**config.mk**
```make
export PLATFORM = sky130hd
export DESIGN_NAME = fpw_flash_ctrl
export DESIGN_NICKNAME = d
export VERILOG_FILES = /design/src/include/fpw_pkg.sv /design/src/hdl/fpw_sub_tick.sv /design/src/hdl/fpw_tick_timer.sv /design/src/hdl/fpw_flash_ctrl.sv
export SDC_FILE = /design/constraint.sdc
export NUM_CORES = 2
export LEC_CHECK = 0
export BUFFER_PORTS_ARGS = -buffer_cell sky130_fd_sc_hd__buf_2
export CAP_MARGIN = 25
export CORE_ASPECT_RATIO = 1.2
export CORE_MARGIN = 2
export CORE_UTILIZATION = 40
export CTS_CLUSTER_DIAMETER = 40
export CTS_CLUSTER_SIZE = 12
export DETAILED_ROUTE_END_ITERATION = 10
export HOLD_SLACK_MARGIN = 0.08
export PLACE_DENSITY = 0.58
export SETUP_SLACK_MARGIN = 0.05
export SYNTH_ARGS = -nofsm -noshare
export SYNTH_HDL_FRONTEND = slang
export SYNTH_HIERARCHICAL = 1
export SYNTH_SLANG_ARGS = --single-unit
```
**constraint.sdc**
```tcl
create_clock -name clk_i -period 61.1 [get_ports clk_i]
set_clock_uncertainty 0.15 [all_clocks]
set_input_delay 9.165 -clock clk_i [delete_from_list [all_inputs] [get_ports clk_i]]
set_output_delay 9.165 -clock clk_i [all_outputs]
set_load 0.05 [all_outputs]
```
**src/include/fpw_pkg.sv**
```systemverilog
package fpw_pkg;
    // ==========================================================
    // register map: printed offsets are word indices
    // ==========================================================
    localparam logic [15:0] IDX_CTRL = 16'h0fe0;
    localparam logic [15:0] IDX_STATUS = 16'h0fe1;
    localparam logic [15:0] IDX_EMU = 16'h0fe2;
    localparam logic [15:0] ADDR_CTRL = {IDX_CTRL[13:0], 2'b00};
    localparam logic [15:0] ADDR_STATUS = {IDX_STATUS[13:0], 2'b00};
    localparam logic [15:0] ADDR_EMU = {IDX_EMU[13:0], 2'b00};
    // ==========================================================
    // field positions and reset values
    // ==========================================================
    localparam int CTRL_PWR_BIT = 0;
    localparam int CTRL_AUTO_BIT = 1;
    localparam int CTRL_STOP_BIT = 3;
    localparam int CTRL_KEY_LSB = 4;
    localparam int STAT_BUSY_BIT = 0;
    localparam int STAT_READY_BIT = 1;
    localparam int STAT_WRITE_INTERRUPTED_FLAG_BIT = 2;
    localparam logic [3:0] KEY_ENABLE = 4'h3;
    localparam logic [3:0] KEY_DISABLE = 4'hc;
    localparam logic KEY_RST_PWR = 1'b1;
    localparam logic KEY_RST_AUTO = 1'b1;
    localparam logic [2:0] EMU_RST = 3'h0;
    localparam logic [2:0] EMU_CODE_MAX = 3'h4;
    localparam logic [7:0] FLASH_BLANK = 8'hff;
    // ==========================================================
    // geometry and timing
    // ==========================================================
    localparam int PAGE_BYTES = 64;
    localparam int PAGES = 8;
    localparam int TMR_W = 20;
    localparam int CLK_PERIOD_NS = 5;
    localparam int WARM_FC_LOG2 = 10;
    localparam int WARM_FS_LOG2 = 3;
    localparam logic [TMR_W-1:0] WARM_FC_CYC = TMR_W'(1 << WARM_FC_LOG2);
    localparam logic [TMR_W-1:0] WARM_FS_CYC = TMR_W'(1 << WARM_FS_LOG2);
    localparam int EMU_NORMAL_LOG2 = 16;
    localparam int EMU_SLOW_LOG2 = 7;
    localparam int PROD_WRITE_TIME_NS = 4000000;
    localparam int PROD_WRITE_CYC = PROD_WRITE_TIME_NS / CLK_PERIOD_NS;

    typedef enum logic [1:0] {ST_OFF, ST_WARM, ST_READY, ST_PROG} fpw_state_e;

    typedef struct packed {
        logic wr;
        logic rd;
        logic fetch;
        logic [8:0] addr;
        logic [7:0] wdata;
    } fpw_flash_req_s;
endpackage

```
**src/hdl/fpw_sub_tick.sv**
```systemverilog
module fpw_sub_tick (
    input wire logic clk_i,
    input wire logic srst_i,
    input wire logic sub_clk_i,
    output logic tick_o
);
    logic s1_r;
    logic s2_r;
    logic s3_r;

    always_ff @(posedge clk_i) begin
        if (srst_i) begin
            s1_r <= 1'b0;
            s2_r <= 1'b0;
            s3_r <= 1'b0;
        end else begin
            s1_r <= sub_clk_i;
            s2_r <= s1_r;
            s3_r <= s2_r;
        end
    end

    // one pulse per rising subclock edge
    assign tick_o = s2_r & ~s3_r;
endmodule

```
**src/hdl/fpw_tick_timer.sv**
```systemverilog
module fpw_tick_timer #(
    parameter int W = 20
) (
    input wire logic clk_i,
    input wire logic srst_i,
    input wire logic start_i,
    input wire logic abort_i,
    input wire logic [W-1:0] len_i,
    input wire logic tick_i,
    output logic busy_o,
    output logic done_o
);
    logic [W-1:0] cnt_r;

    always_ff @(posedge clk_i) begin
        if (srst_i || abort_i) begin
            cnt_r <= '0;
            busy_o <= 1'b0;
            done_o <= 1'b0;
        end else if (start_i) begin
            cnt_r <= len_i;
            busy_o <= 1'b1;
            done_o <= 1'b0;
        end else begin
            done_o <= busy_o && tick_i && cnt_r == W'(1);
            if (busy_o && tick_i) begin
                cnt_r <= cnt_r - W'(1);
                busy_o <= cnt_r != W'(1);
            end
        end
    end
endmodule

```
**src/hdl/fpw_flash_ctrl.sv**
```systemverilog
// Overview of operation
// [RULE_01] bytes gather in a 64-byte buffer; page programs only after all 64
// [RULE_02] status: bit2 interrupted, bit1 ready, bit0 busy; upper bits undefined
// [RULE_03] ready/busy: 1/0 empty, 1/1 writing, 0/1 off, halted or warming
// [RULE_04] nmi during write sets flag, aborts, clears counter, then warm-up wait
// [RULE_05] any status register read clears the interrupted flag
// [RULE_06] software retries a page write after finding the interrupted flag
// [RULE_07] power bit 0 to 1: ready after 2^10 fc or 2^3 fs periods
// [RULE_08] software polls ready before touching flash after power-up
// [RULE_09] while busy, flash reads return ff and fetching it raises swi
// [RULE_10] emulated time code 0..4 gives 2^16..2^12 fc or 2^7..2^3 fs
// [RULE_11] production variant keeps register but writes take fixed 4 ms
// [RULE_12] emulated time register reads bits 7 to 3 as undefined
// [RULE_13] writes allowed only with key 0011, blocked with 1100
// [RULE_14] software keeps the key at the disabling code when idle
// [RULE_15] key writes from flash execution are ignored
// [RULE_16] forcible stop writes from flash execution are ignored
// [RULE_17] stop: clear counter, halt write, warm-up wait, then busy clears
// [RULE_18] stop warm-up lasts 2^10 fc or 2^3 fs periods
// [RULE_19] after a stop the next byte lands first and sets busy
// [RULE_20] stop after 1 to 63 bytes leaves the page untouched
// [RULE_21] software avoids a stop once all 64 bytes are buffered
// [RULE_22] during warm-up the cpu waits; interrupts are held until it ends; here a power-bit warm-up raises no wait and an nmi in warm-up is dropped
// [RULE_23] nmi during warm-up does not shorten it
// [RULE_24] stop with busy low starts no warm-up wait
// [RULE_25] software leaves one machine cycle after a stop before flash access
// [RULE_26] stop bit clears itself after being written one
// [RULE_27] clearing power bit removes control power at once
// [RULE_28] counter advances per accepted byte, wraps at 64 into programming
// [RULE_29] write timer counts selected periods from start then clears busy
module fpw_flash_ctrl
    import fpw_pkg::*;
#(
    parameter bit PROD_VARIANT = 1'b0,
    parameter int PROD_WRITE_CYCLES = PROD_WRITE_CYC,
    parameter int EMU_MAX_LOG2 = EMU_NORMAL_LOG2
) (
    input wire logic clk_i,
    input wire logic srst_i,
    input wire logic [15:0] paddr,
    input wire logic psel,
    input wire logic penable,
    input wire logic pwrite,
    input wire logic [31:0] pwdata,
    output logic [31:0] prdata,
    output logic pready,
    output logic pslverr,
    input wire fpw_flash_req_s flash_req_i,
    input wire logic exec_in_flash_i,
    input wire logic nmi_i,
    input wire logic clock_select_i,
    input wire logic slow_mode_i,
    input wire logic sub_clk_i,
    output logic [7:0] flash_rdata_o,
    output logic swi_o,
    output logic cpu_wait_o,
    output logic ctrl_power_o
);
    // ==========================================================
    // state
    // ==========================================================
    fpw_state_e state_r;
    fpw_state_e state_nxt;
    logic [5:0] cnt_r;
    logic [5:0] cnt_nxt;
    logic [2:0] page_r;
    logic [PAGE_BYTES*8-1:0] buf_r;
    logic [PAGE_BYTES*8-1:0] page_mem [PAGES];
    logic [3:0] write_protect_key;
    logic auto_r;
    logic stop_r;
    logic write_interrupted_flag;
    logic [2:0] emulated_write_time_sel;
    logic wait_nxt;

    // ==========================================================
    // apb decode
    // ==========================================================
    wire setup_rd = psel & penable & ~pready;
    wire acc = psel & penable & pready;
    wire hit_ctrl = paddr == ADDR_CTRL;
    wire hit_stat = paddr == ADDR_STATUS;
    wire hit_emu = paddr == ADDR_EMU;
    wire ctrl_wr = acc & pwrite & hit_ctrl;
    wire ctrl_ok = ctrl_wr & ~exec_in_flash_i;
    wire stat_rd = acc & ~pwrite & hit_stat;
    wire emu_wr = acc & pwrite & hit_emu;

    // ==========================================================
    // events
    // ==========================================================
    wire sub_tick;
    wire wu_busy;
    wire wu_done;
    wire wr_busy;
    wire wr_done;
    wire ready = state_r == ST_READY || state_r == ST_PROG;
    wire busy = !(state_r == ST_READY && cnt_r == 6'h0);
    wire writing = (state_r == ST_READY && cnt_r != 6'h0) || state_r == ST_PROG;
    wire stop_set = ctrl_ok & pwdata[CTRL_STOP_BIT];
    wire pwr_off = ctrl_ok & ~pwdata[CTRL_PWR_BIT] & ctrl_power_o;
    wire pwr_on = ctrl_ok & pwdata[CTRL_PWR_BIT] & ~ctrl_power_o;
    wire nmi_abort = nmi_i & writing;
    wire abort = (nmi_i | stop_set) & writing; // RULE_24
    wire key_open = write_protect_key == KEY_ENABLE; // RULE_13
    wire byte_ok = flash_req_i.wr & state_r == ST_READY & key_open & ~abort & ~pwr_off;
    wire blocked = busy | ~ready;
    wire [2:0] code = emulated_write_time_sel > EMU_CODE_MAX ? EMU_CODE_MAX : emulated_write_time_sel;
    wire [TMR_W-1:0] wu_len = clock_select_i ? WARM_FS_CYC : WARM_FC_CYC; // RULE_18
    wire wu_tick = clock_select_i ? sub_tick : 1'b1;
    wire [4:0] wr_shift = slow_mode_i ? 5'(EMU_SLOW_LOG2) - 5'(code) : 5'(EMU_MAX_LOG2) - 5'(code); // RULE_10
    wire [TMR_W-1:0] emu_len = TMR_W'(1) << wr_shift;
    wire [TMR_W-1:0] wr_len = PROD_VARIANT ? TMR_W'(PROD_WRITE_CYCLES) : emu_len; // RULE_11
    wire wr_tick = PROD_VARIANT ? 1'b1 : (slow_mode_i ? sub_tick : 1'b1);
    wire wu_start = state_r != ST_WARM && state_nxt == ST_WARM;
    wire wr_start = state_r != ST_PROG && state_nxt == ST_PROG;
    wire wr_abort = state_r == ST_PROG && state_nxt != ST_PROG && !wr_done;

    fpw_sub_tick u_sub_tick (
        .clk_i(clk_i),
        .srst_i(srst_i),
        .sub_clk_i(sub_clk_i),
        .tick_o(sub_tick)
    );

    fpw_tick_timer #(.W(TMR_W)) u_warm_timer (
        .clk_i(clk_i),
        .srst_i(srst_i),
        .start_i(wu_start),
        .abort_i(pwr_off),
        .len_i(wu_len),
        .tick_i(wu_tick),
        .busy_o(wu_busy),
        .done_o(wu_done)
    );

    fpw_tick_timer #(.W(TMR_W)) u_write_timer (
        .clk_i(clk_i),
        .srst_i(srst_i),
        .start_i(wr_start),
        .abort_i(wr_abort),
        .len_i(wr_len),
        .tick_i(wr_tick),
        .busy_o(wr_busy),
        .done_o(wr_done)
    );

    // ==========================================================
    // sequencer
    // ==========================================================
    always_comb begin
        state_nxt = state_r;
        cnt_nxt = cnt_r;
        wait_nxt = cpu_wait_o;
        if (pwr_off) begin
            state_nxt = ST_OFF; // RULE_27
            cnt_nxt = 6'h0;
            wait_nxt = 1'b0;
        end else begin
            case (state_r)
                ST_OFF: begin
                    if (nmi_i || pwr_on) begin
                        state_nxt = ST_WARM; // RULE_07
                        wait_nxt = nmi_i;
                    end
                end
                ST_WARM: begin
                    // nmi here changes nothing: the wait runs to its end
                    if (wu_done) begin // RULE_23
                        state_nxt = ST_READY; // RULE_17
                        wait_nxt = 1'b0; // RULE_22
                    end
                end
                ST_READY: begin
                    if (abort) begin
                        state_nxt = ST_WARM; // RULE_04
                        cnt_nxt = 6'h0; // RULE_19
                        wait_nxt = 1'b1;
                    end else if (byte_ok) begin
                        cnt_nxt = cnt_r + 6'h1; // RULE_28
                        if (cnt_r == 6'h3f) begin
                            state_nxt = ST_PROG; // RULE_01
                        end
                    end
                end
                ST_PROG: begin
                    if (abort) begin
                        state_nxt = ST_WARM; // RULE_17
                        cnt_nxt = 6'h0;
                        wait_nxt = 1'b1;
                    end else if (wr_done) begin
                        state_nxt = ST_READY; // RULE_29
                    end
                end
                default: begin
                    state_nxt = ST_OFF;
                end
            endcase
        end
    end

    always_ff @(posedge clk_i) begin
        if (srst_i) begin
            state_r <= ST_READY;
            cnt_r <= 6'h0;
            cpu_wait_o <= 1'b0;
        end else begin
            state_r <= state_nxt;
            cnt_r <= cnt_nxt;
            cpu_wait_o <= wait_nxt;
        end
    end

    // ==========================================================
    // page buffer and data area
    // ==========================================================
    always_ff @(posedge clk_i) begin
        if (byte_ok) begin
            buf_r[cnt_r*8 +: 8] <= flash_req_i.wdata;
            page_r <= flash_req_i.addr[8:6];
        end
        // an aborted fill never reaches here, so the page keeps its data
        if (state_r == ST_PROG && wr_done && !abort) begin
            page_mem[page_r] <= buf_r; // RULE_20
        end
    end

    always_ff @(posedge clk_i) begin
        if (srst_i) begin
            flash_rdata_o <= FLASH_BLANK;
            swi_o <= 1'b0;
        end else begin
            if (flash_req_i.rd || flash_req_i.fetch) begin
                flash_rdata_o <= blocked ? FLASH_BLANK : // RULE_09
                    page_mem[flash_req_i.addr[8:6]][flash_req_i.addr[5:0]*8 +: 8];
            end
            swi_o <= flash_req_i.fetch & blocked; // RULE_09
        end
    end

    // ==========================================================
    // control, status and emulated time registers
    // ==========================================================
    always_ff @(posedge clk_i) begin
        if (srst_i) begin
            write_protect_key <= KEY_DISABLE;
            ctrl_power_o <= KEY_RST_PWR;
            auto_r <= KEY_RST_AUTO;
            stop_r <= 1'b0;
            write_interrupted_flag <= 1'b0;
            emulated_write_time_sel <= EMU_RST;
        end else begin
            if (ctrl_ok) begin
                write_protect_key <= pwdata[CTRL_KEY_LSB +: 4]; // RULE_15
            end
            if (ctrl_wr) begin
                auto_r <= pwdata[CTRL_AUTO_BIT];
            end
            if (pwr_off) begin
                ctrl_power_o <= 1'b0; // RULE_27
            end else if (pwr_on || (nmi_i && state_r == ST_OFF)) begin
                ctrl_power_o <= 1'b1;
            end
            stop_r <= stop_set & ~stop_r; // RULE_16 RULE_26
            if (nmi_abort) begin
                write_interrupted_flag <= 1'b1; // RULE_04
            end else if (stat_rd) begin
                write_interrupted_flag <= 1'b0; // RULE_05
            end
            if (emu_wr) begin
                emulated_write_time_sel <= pwdata[2:0]; // RULE_11
            end
        end
    end

    // ==========================================================
    // apb read path
    // ==========================================================
    logic [31:0] rd_nxt;
    logic err_nxt;

    always_comb begin
        rd_nxt = 32'h0;
        err_nxt = 1'b0;
        if (hit_ctrl) begin
            rd_nxt[CTRL_KEY_LSB +: 4] = write_protect_key;
            rd_nxt[CTRL_STOP_BIT] = stop_r;
            rd_nxt[CTRL_AUTO_BIT] = auto_r;
            rd_nxt[CTRL_PWR_BIT] = ctrl_power_o;
        end else if (hit_stat) begin
            rd_nxt[STAT_WRITE_INTERRUPTED_FLAG_BIT] = write_interrupted_flag; // RULE_02
            rd_nxt[STAT_READY_BIT] = ready; // RULE_03
            rd_nxt[STAT_BUSY_BIT] = busy; // RULE_03
        end else if (hit_emu) begin
            rd_nxt[2:0] = emulated_write_time_sel; // RULE_12
        end else begin
            err_nxt = 1'b1;
        end
    end

    always_ff @(posedge clk_i) begin
        if (srst_i) begin
            pready <= 1'b0;
            prdata <= 32'h0;
            pslverr <= 1'b0;
        end else begin
            pready <= setup_rd;
            pslverr <= setup_rd & err_nxt;
            if (setup_rd && !pwrite) begin
                prdata <= rd_nxt;
            end
        end
    end
endmodule

```
Word level (Yosys, flattened, before mapping)
Memory sizes are Yosys's and may differ from the RTL's. Cells that the tools add are included. W data, S select, Z words.

Bits in writable memories: 4096. Input port bits: 78. Output and inout port bits: 45. Word-level logic and storage cells: 180. Flip-flop bits (word level): 601. Memories: 1.

Magnitude comparators: 1. Multiplexer cells: 46. Reductions and logical operators: 39. Add/sub/neg operators: 6. Shifts and indexed selects: 4. Bitwise operators: 36. Equal/unequal tests: 22.

Memories: page_mem (words 8, bits a word 512, rd ports 1, clocked after Yosys merged registers in 0, wr ports 1, RTL line fpw_flash_ctrl.sv:68) `logic [PAGE_BYTES*8-1:0] page_mem [PAGES];`.

Operators with widths (count): $bwmux W512 (1); $shift A8 B34 Y512 const A (1); $shiftx A512 B10 Y8 (1); $shiftx A8 B34 Y512 (1); $mux W20 (4); $eq A16 B14 Y1 const B (3); $eq A20 B1 Y1 const B (2); $ne A20 B1 Y1 const B (2); $sub A20 B1 Y20 const B (2); $neg A9 Y34 (1); $and A1 B1 Y1 (24); $shl A1 B5 Y20 const A (1); $mux W1 (19); $mux W2 (9); $mux W6 (3); $logic_and A1 B1 Y1 (14); $pmux W6 S2 (1); $mux W11 (1); $mux W5 (2); $not A1 Y1 (10); $reduce_bool A2 Y1 (5); $mux W3 (3); $mux W8 (1); $ne A2 B2 Y1 const B (4); 20 further kinds (39).

Longest topological paths before layout
Depth after elaboration: 20. Gate-level depth with buffers: 15. Gate-level depth less buffers: 10.

Cells and area by module
Netlist, hierarchy kept.

Modules (own cells, without submodules): fpw_flash_ctrl (times used 1, cells each 8374, sequential area each 139243.5 um^2, area each 178008.2 um^2); fpw_tick_timer (times used 2, cells each 142, sequential area each 440.4 um^2, area each 1153.6 um^2); fpw_sub_tick (times used 1, cells each 7, sequential area each 60.1 um^2, area each 87.6 um^2).

Least setup slack after synthesis
No wires, ideal clock.

Path kind: in2reg. Start point: input port paddr[2]. End point: memory page_mem[1][0] (netlist name), enable pin. Path buffers: 2. Arrival: 44.563 ns. Cell stages on the path: 7. Setup time: 2.014 ns. Setup slack: 14.373 ns. Data required time: 58.936 ns. Path through: clkbuf_1 > nor4_1 > a31oi_1 > or2_2 > clkbuf_1 > nand3_1 > nor3_1.

Cells in the longest elaborated chain, start to end: 10.

RTL lines: from (decl) (RTL line fpw_flash_ctrl.sv:40) `input wire logic [15:0] paddr,`; $eq A16 B14 Y1 (RTL line fpw_flash_ctrl.sv:81) `wire hit_ctrl = paddr == ADDR_CTRL;`; $and A1 B1 Y1 (RTL line fpw_flash_ctrl.sv:84) `wire ctrl_wr = acc & pwrite & hit_ctrl;`; $and A1 B1 Y1 (RTL line fpw_flash_ctrl.sv:85) `wire ctrl_ok = ctrl_wr & ~exec_in_flash_i;`; $and A1 B1 Y1 (RTL line fpw_flash_ctrl.sv:100) `wire stop_set = ctrl_ok & pwdata[CTRL_STOP_BIT];`; $or A1 B1 Y1 (RTL line fpw_flash_ctrl.sv:104) `wire abort = (nmi_i | stop_set) & writing;`; $and A1 B1 Y1 (RTL line fpw_flash_ctrl.sv:104); $logic_not A1 Y1 (RTL line fpw_flash_ctrl.sv:223) `if (state_r == ST_PROG && wr_done && !abort) begin`; $logic_and A1 B1 Y1 (RTL line fpw_flash_ctrl.sv:223); $mux W1 (RTL line fpw_flash_ctrl.sv:223); $mux W1 (implied by the code) (RTL line fpw_flash_ctrl.sv:224) `page_mem[page_r] <= buf_r;`; to (decl) (RTL line fpw_flash_ctrl.sv:68).

Every way passes these cells.

Final worst setup path
Start point: input port flash_req_i[15] (netlist name). End point: register flash_rdata_o[3].

Cells in the longest elaborated chain, start to end: 3.

RTL lines: from (decl) (RTL line fpw_flash_ctrl.sv:48) `input wire fpw_flash_req_s flash_req_i,`; $mem_v2 Z8 W512; $shiftx A512 B10 Y8 (RTL line fpw_flash_ctrl.sv:235) `page_mem[flash_req_i.addr[8:6]][flash_req_i.addr[5:0]*8 +: 8];`; $mux W8 (RTL line fpw_flash_ctrl.sv:234) `flash_rdata_o <= blocked ? FLASH_BLANK :`; to (signal assigned) (RTL line fpw_flash_ctrl.sv:234); to (decl) (RTL line fpw_flash_ctrl.sv:54) `output logic [7:0] flash_rdata_o,`.

Every way passes these cells. A chain may end at the register's enable or synchronous reset.

==> results.txt <==
The number of setup violations in the final report is 0. The type of origin of the critical path is a primary input. The number of buffers inserted to repair setup after CTS is 0. The number of warnings issued by yosys came out at 6.

The residual antenna-violating net count after detailed routing is 0. The synthesized area divided by synthesized cell count is approximately 21 um^2. In this run the power density over the cells is 34.4 nW/um^2. Synthesis handed over a netlist of around 8700 instances. The net count of the finished layout is ~9000.

The maximum number of pins on one net before global-route repair came out at 118. The overall overflow remaining after global route is 0. The standard cell core area came out at 450000 um^2. The first-pass GRT wire length is 715000 um.

The via count is 91800. The aggregate global-route resource usage came out at 22.2%. The number of cells on the worst reg-to-reg path is 12. The first-pass iteration count of the detailed router is 6. The die boundary width is 617 um. The hold violation count in the final report is 0. The average wire per standard cell came out at 33.1 um. The I/O pin total came out at 123. The post-detailed-route via-to-cell ratio is 5.92.

The wire-length estimate of the detail-placed layout is 299000 um. The hold buffer count at CTS is 0. By count the netlist is led by sky130_fd_sc_hd__edfxtp_1, sky130_fd_sc_hd__mux4_2, sky130_fd_sc_hd__nor2_1. The number of fillers in the final layout came out at 37300. The number of distinct standard cells referenced by the synthesized netlist is 83. The type of the worst setup path is in2reg. Routability-driven placement finished with a final weighted congestion of 0.832. The top achievable clock speed is 66.5 MHz.

The run finished with clean final reports. The number of global-route vias before repair came out at ~94000. The biggest cell delay along the critical path is around 0.73 ns. Across all register-to-register paths, the minimum setup slack is ~54 ns.

The min-delay analysis places its worst path in the category reg2reg. The final count of pins violating max slew came to 0. The leakage dissipation is approximately 0.053 uW. The most common cell in the synthesized netlist is sky130_fd_sc_hd__edfxtp_1. Across the VDD grid, the largest voltage drop is roughly 30 uV. The H-tree depth came out at 6. The maximum buffer depth of the clock tree came out at 4.

TritonCTS built the clock tree. The initial antenna violation count is 35. Clock tree synthesis inserted a total of 556 buffers. The total of max-cap violations is 0. The count of standard-cell rows came out at 270. The clock transition time at the flip-flop clock pins of the worst setup and hold paths came out at 0.06 ns. The arrival time at the worst endpoint came out at 15.84 ns. The instance count along the most critical hold path came out at 1.

In this run the worst path has a maximum fanout of 52. Cells with a size suffix above 1 make up 24.1% of the layout. Walking the worst path, the cells encountered are buf_8 > buf_4 > buf_4 > buf_4 > buf_4 > buf_4 > buf_4 > mux4_2 > mux4_2 > a22o_1 > nor4_1 > o32a_1 > o21ai_0.

The worst register-to-register path ends at page_mem[0][389]$_DFFE_PP_. The area added between synthesis and finish came out at 14.5%. After synthesis the cells add up to roughly 180000 um^2. Among all stages on the critical path, the largest delay is contributed by sky130_fd_sc_hd__buf_4. The flip-flop and latch count after synthesis is 4697. The most used flip-flop cell after synthesis is sky130_fd_sc_hd__edfxtp_1. Yosys attributes the largest share of cell area to sky130_fd_sc_hd__edfxtp_1, sky130_fd_sc_hd__mux4_2, sky130_fd_sc_hd__mux2i_1. The terminating pin of the worst hold path is stop_r$_SDFF_PP0_. In this run the biggest area consumer among cell types represents 76.8% of the synthesized area. The startpoint of the tightest hold check path is stop_r$_SDFF_PP0_. For the worst-skew pair, the clock arrives at the later sink with an insertion delay of roughly 1.1 ns. In the synthesized netlist the async set-or-reset flop fraction comes to 0%. The area of combinational cells with multiple inputs came out at 37600 um^2. The final critical delay including setup and external delays came out at 15.05 ns. The effective utilization at floorplan came out at 40.1%. The combined flip-flop and latch cell area came out at 140000 um^2. Clock tree synthesis selected as its root buffer the cell sky130_fd_sc_hd__clkbuf_16. The sink count of the clock tree is 4697. In this design, the critical path's most frequently occurring cell is sky130_fd_sc_hd__buf_4. The detailed-route wire length came out at just over 500000 um. The remaining design rule violation count came out at 0.

The area enclosed by the die boundary is approximately 460000 um^2. The biggest area consumer among synthesized cells is sky130_fd_sc_hd__edfxtp_1. STA classifies the critical path endpoint as a register.

The relative slew slack came out at between 20% and 30%. For the worst setup path, the data required time is 61.90 ns. The number of buffers inserted by port buffering is 74.

Setup repair after global routing left no endpoint under its margin. After layout, the worst path uses 24.6% of the clock period. The initial detailed-routing violation count is 10700. The post-layout instance area came out at around 210000 um^2.

The final setup TNS is 0 ns. The cell area reported after detailed placement came out at 188000 um^2. The vertical die dimension came out at approximately 740 um. The number of gates given a new drive strength after cts came out at 0.

In this run the critical register-to-register path is launched from cnt_r[2]$_SDFFE_PP0P_. The portion of the post-synthesis area used by sequential elements is 77.7%. In this run, synthesis inferred around 4600 flip-flops with an integrated enable.

The actual transition at the worst max-transition pin is approximately 1.2 ns.
layout make-up:
cell class | count | area share [%]
diodes | 13 | 0.0157
clock buffers | 640 | 7.04
clock inverters | 317 | 1.76
inverters | 26 | 0.0557
multi-input cells | 3467 | 18.2
flip-flops and latches | 4697 | 67.8
well taps | 5984 | 3.62
repair buffers | 370 | 1.48
state kept, by name, summed over array words and instances (netlist names), 4 cells and up:
name                 cells
write_protect_key        4
page_mem              4096
buf_r                  512
u_write_timer/cnt_r     20
flash_rdata_o            8
cnt_r                    6
prdata                   8
u_warm_timer/cnt_r      20
cell usage in the layout (no fill, tap or decap), types with 15 or more instances in the layout:
cell type                    synthesis  routed
sky130_fd_sc_hd__and3_1             43      43
sky130_fd_sc_hd__nand2b_1           26      21
sky130_fd_sc_hd__nand3_1            90      89
sky130_fd_sc_hd__nand2_1           273     265
sky130_fd_sc_hd__o22ai_1           113     113
sky130_fd_sc_hd__a22oi_1            36      36
sky130_fd_sc_hd__clkinv_4            0      21
sky130_fd_sc_hd__inv_1              19      18
sky130_fd_sc_hd__or3_1              28      28
sky130_fd_sc_hd__buf_4              64     258
sky130_fd_sc_hd__clkinv_2            0      66
sky130_fd_sc_hd__nor3_1            147     138
sky130_fd_sc_hd__o31ai_1            21      21
sky130_fd_sc_hd__buf_12              2      21
sky130_fd_sc_hd__or4_1              20      20
sky130_fd_sc_hd__o221ai_1          141     141
sky130_fd_sc_hd__bufinv_16           0      56
sky130_fd_sc_hd__o21ai_0            77      76
sky130_fd_sc_hd__clkinvlp_4          0      32
sky130_fd_sc_hd__nor2_2              0      40
sky130_fd_sc_hd__nor4_1             26      23
sky130_fd_sc_hd__clkinv_1            3      74
sky130_fd_sc_hd__a211oi_1           36      35
sky130_fd_sc_hd__nor2_1            580     520
sky130_fd_sc_hd__a31oi_1            37      37
sky130_fd_sc_hd__clkbuf_16           0     570
sky130_fd_sc_hd__edfxtp_1         4611    4611
sky130_fd_sc_hd__a21oi_1           148     147
sky130_fd_sc_hd__mux4_2            965     965
sky130_fd_sc_hd__dfxtp_1            86      86
sky130_fd_sc_hd__buf_2             103      70
sky130_fd_sc_hd__inv_6               0      38
sky130_fd_sc_hd__conb_1              1      45
sky130_fd_sc_hd__mux2i_1           353     353
sky130_fd_sc_hd__clkbuf_1          202      68
sky130_fd_sc_hd__xnor2_1            16      15
sky130_fd_sc_hd__mux2_2             17      17
sky130_fd_sc_hd__nor2_4              0      20
sky130_fd_sc_hd__and2_1             42      43
routing by layer:
| metal | GRT usage [%] | routed length [um] | up-vias | part of all wire [%] |
|---|---|---|---|---|
| met5 | 0 | 54 | - | 0.011 |
| met4 | 9.00 | 23000 | 8 | 4.5 |
| met3 | 3.81 | 42100 | 930 | 8.2 |
| met2 | 37.1 | 253000 | 4482 | 49 |
| met1 | 28.8 | 196000 | 49600 | 38 |
| li1 | - | - | 36800 | - |
worst max-delay path by stage:
stage / startpoint / cells past startpoint / endpoint / slack (ns)
2_1_floorplan: paddr[2] / 7 / page_mem[1][0]$_DFFE_PP_ / 14.37
3_3_place_gp: flash_req_i[15] / 13 / flash_rdata_o[3]$_SDFFE_PP1P_ / 45.03
3_5_place_dp: flash_req_i[15] / 13 / flash_rdata_o[3]$_SDFFE_PP1P_ / 45.01
4_1_cts: flash_req_i[15] / 13 / flash_rdata_o[3]$_SDFFE_PP1P_ / 46.15
5_1_grt: flash_req_i[15] / 13 / flash_rdata_o[3]$_SDFFE_PP1P_ / 45.96
6_report: flash_req_i[15] / 13 / flash_rdata_o[3]$_SDFFE_PP1P_ / 46.05
through the flow:
| step | setup slack, ns | hold WS (ns) | cells | utilization (%) | total power, uW |
|---|---|---|---|---|---|
| 3_3_place_gp | 45.03 | 0.266 | 14500 | 41.8 | 3880 |
| 6_report | 46.05 | 0.285 | 15500 | 45.9 | 7100 |
| 4_1_cts | 46.15 | 0.281 | 15500 | 45.9 | 7140 |
| 5_1_grt | 45.96 | 0.309 | 15500 | 45.9 | 7270 |
| 3_5_place_dp | 45.01 | 0.273 | 14500 | 41.9 | 3880 |
| 2_1_floorplan | 14.37 | 0.249 | 8709 | - | 3750 |
power breakdown:
part / total [uW] / internal [uW] / leakage [uW] / switching, uW
logic: 313 / 84.8 / 0.0121 / 228
registers: 3500 / 3490 / 0.0322 / 11.7
clock network: 3290 / 1960 / 0.00881 / 1330
worst max-delay path: cells and delay by family:
| family | cells | cell delay [ns] |
|---|---|---|
| AO/OA/AOI/OAI | 3 | 0.78 |
| buffers and inverters | 7 | 3.94 |
| AND/OR/NAND/NOR | 1 | 0.71 |
| multiplexers | 2 | 0.99 |
kinds of logic after synthesis:
family,after synthesis,share of synthesized area [%]
flops,4697,77.7
mux,1347,14.3
simple gates,1345,3.38
compound gates,694,2.63
buf+inv,545,1.80
xor+xnor,27,0.131
fa+ha+maj,9,0.0624
other cells,1,0.00208
Note: power is estimated with default switching activity, not from simulation.
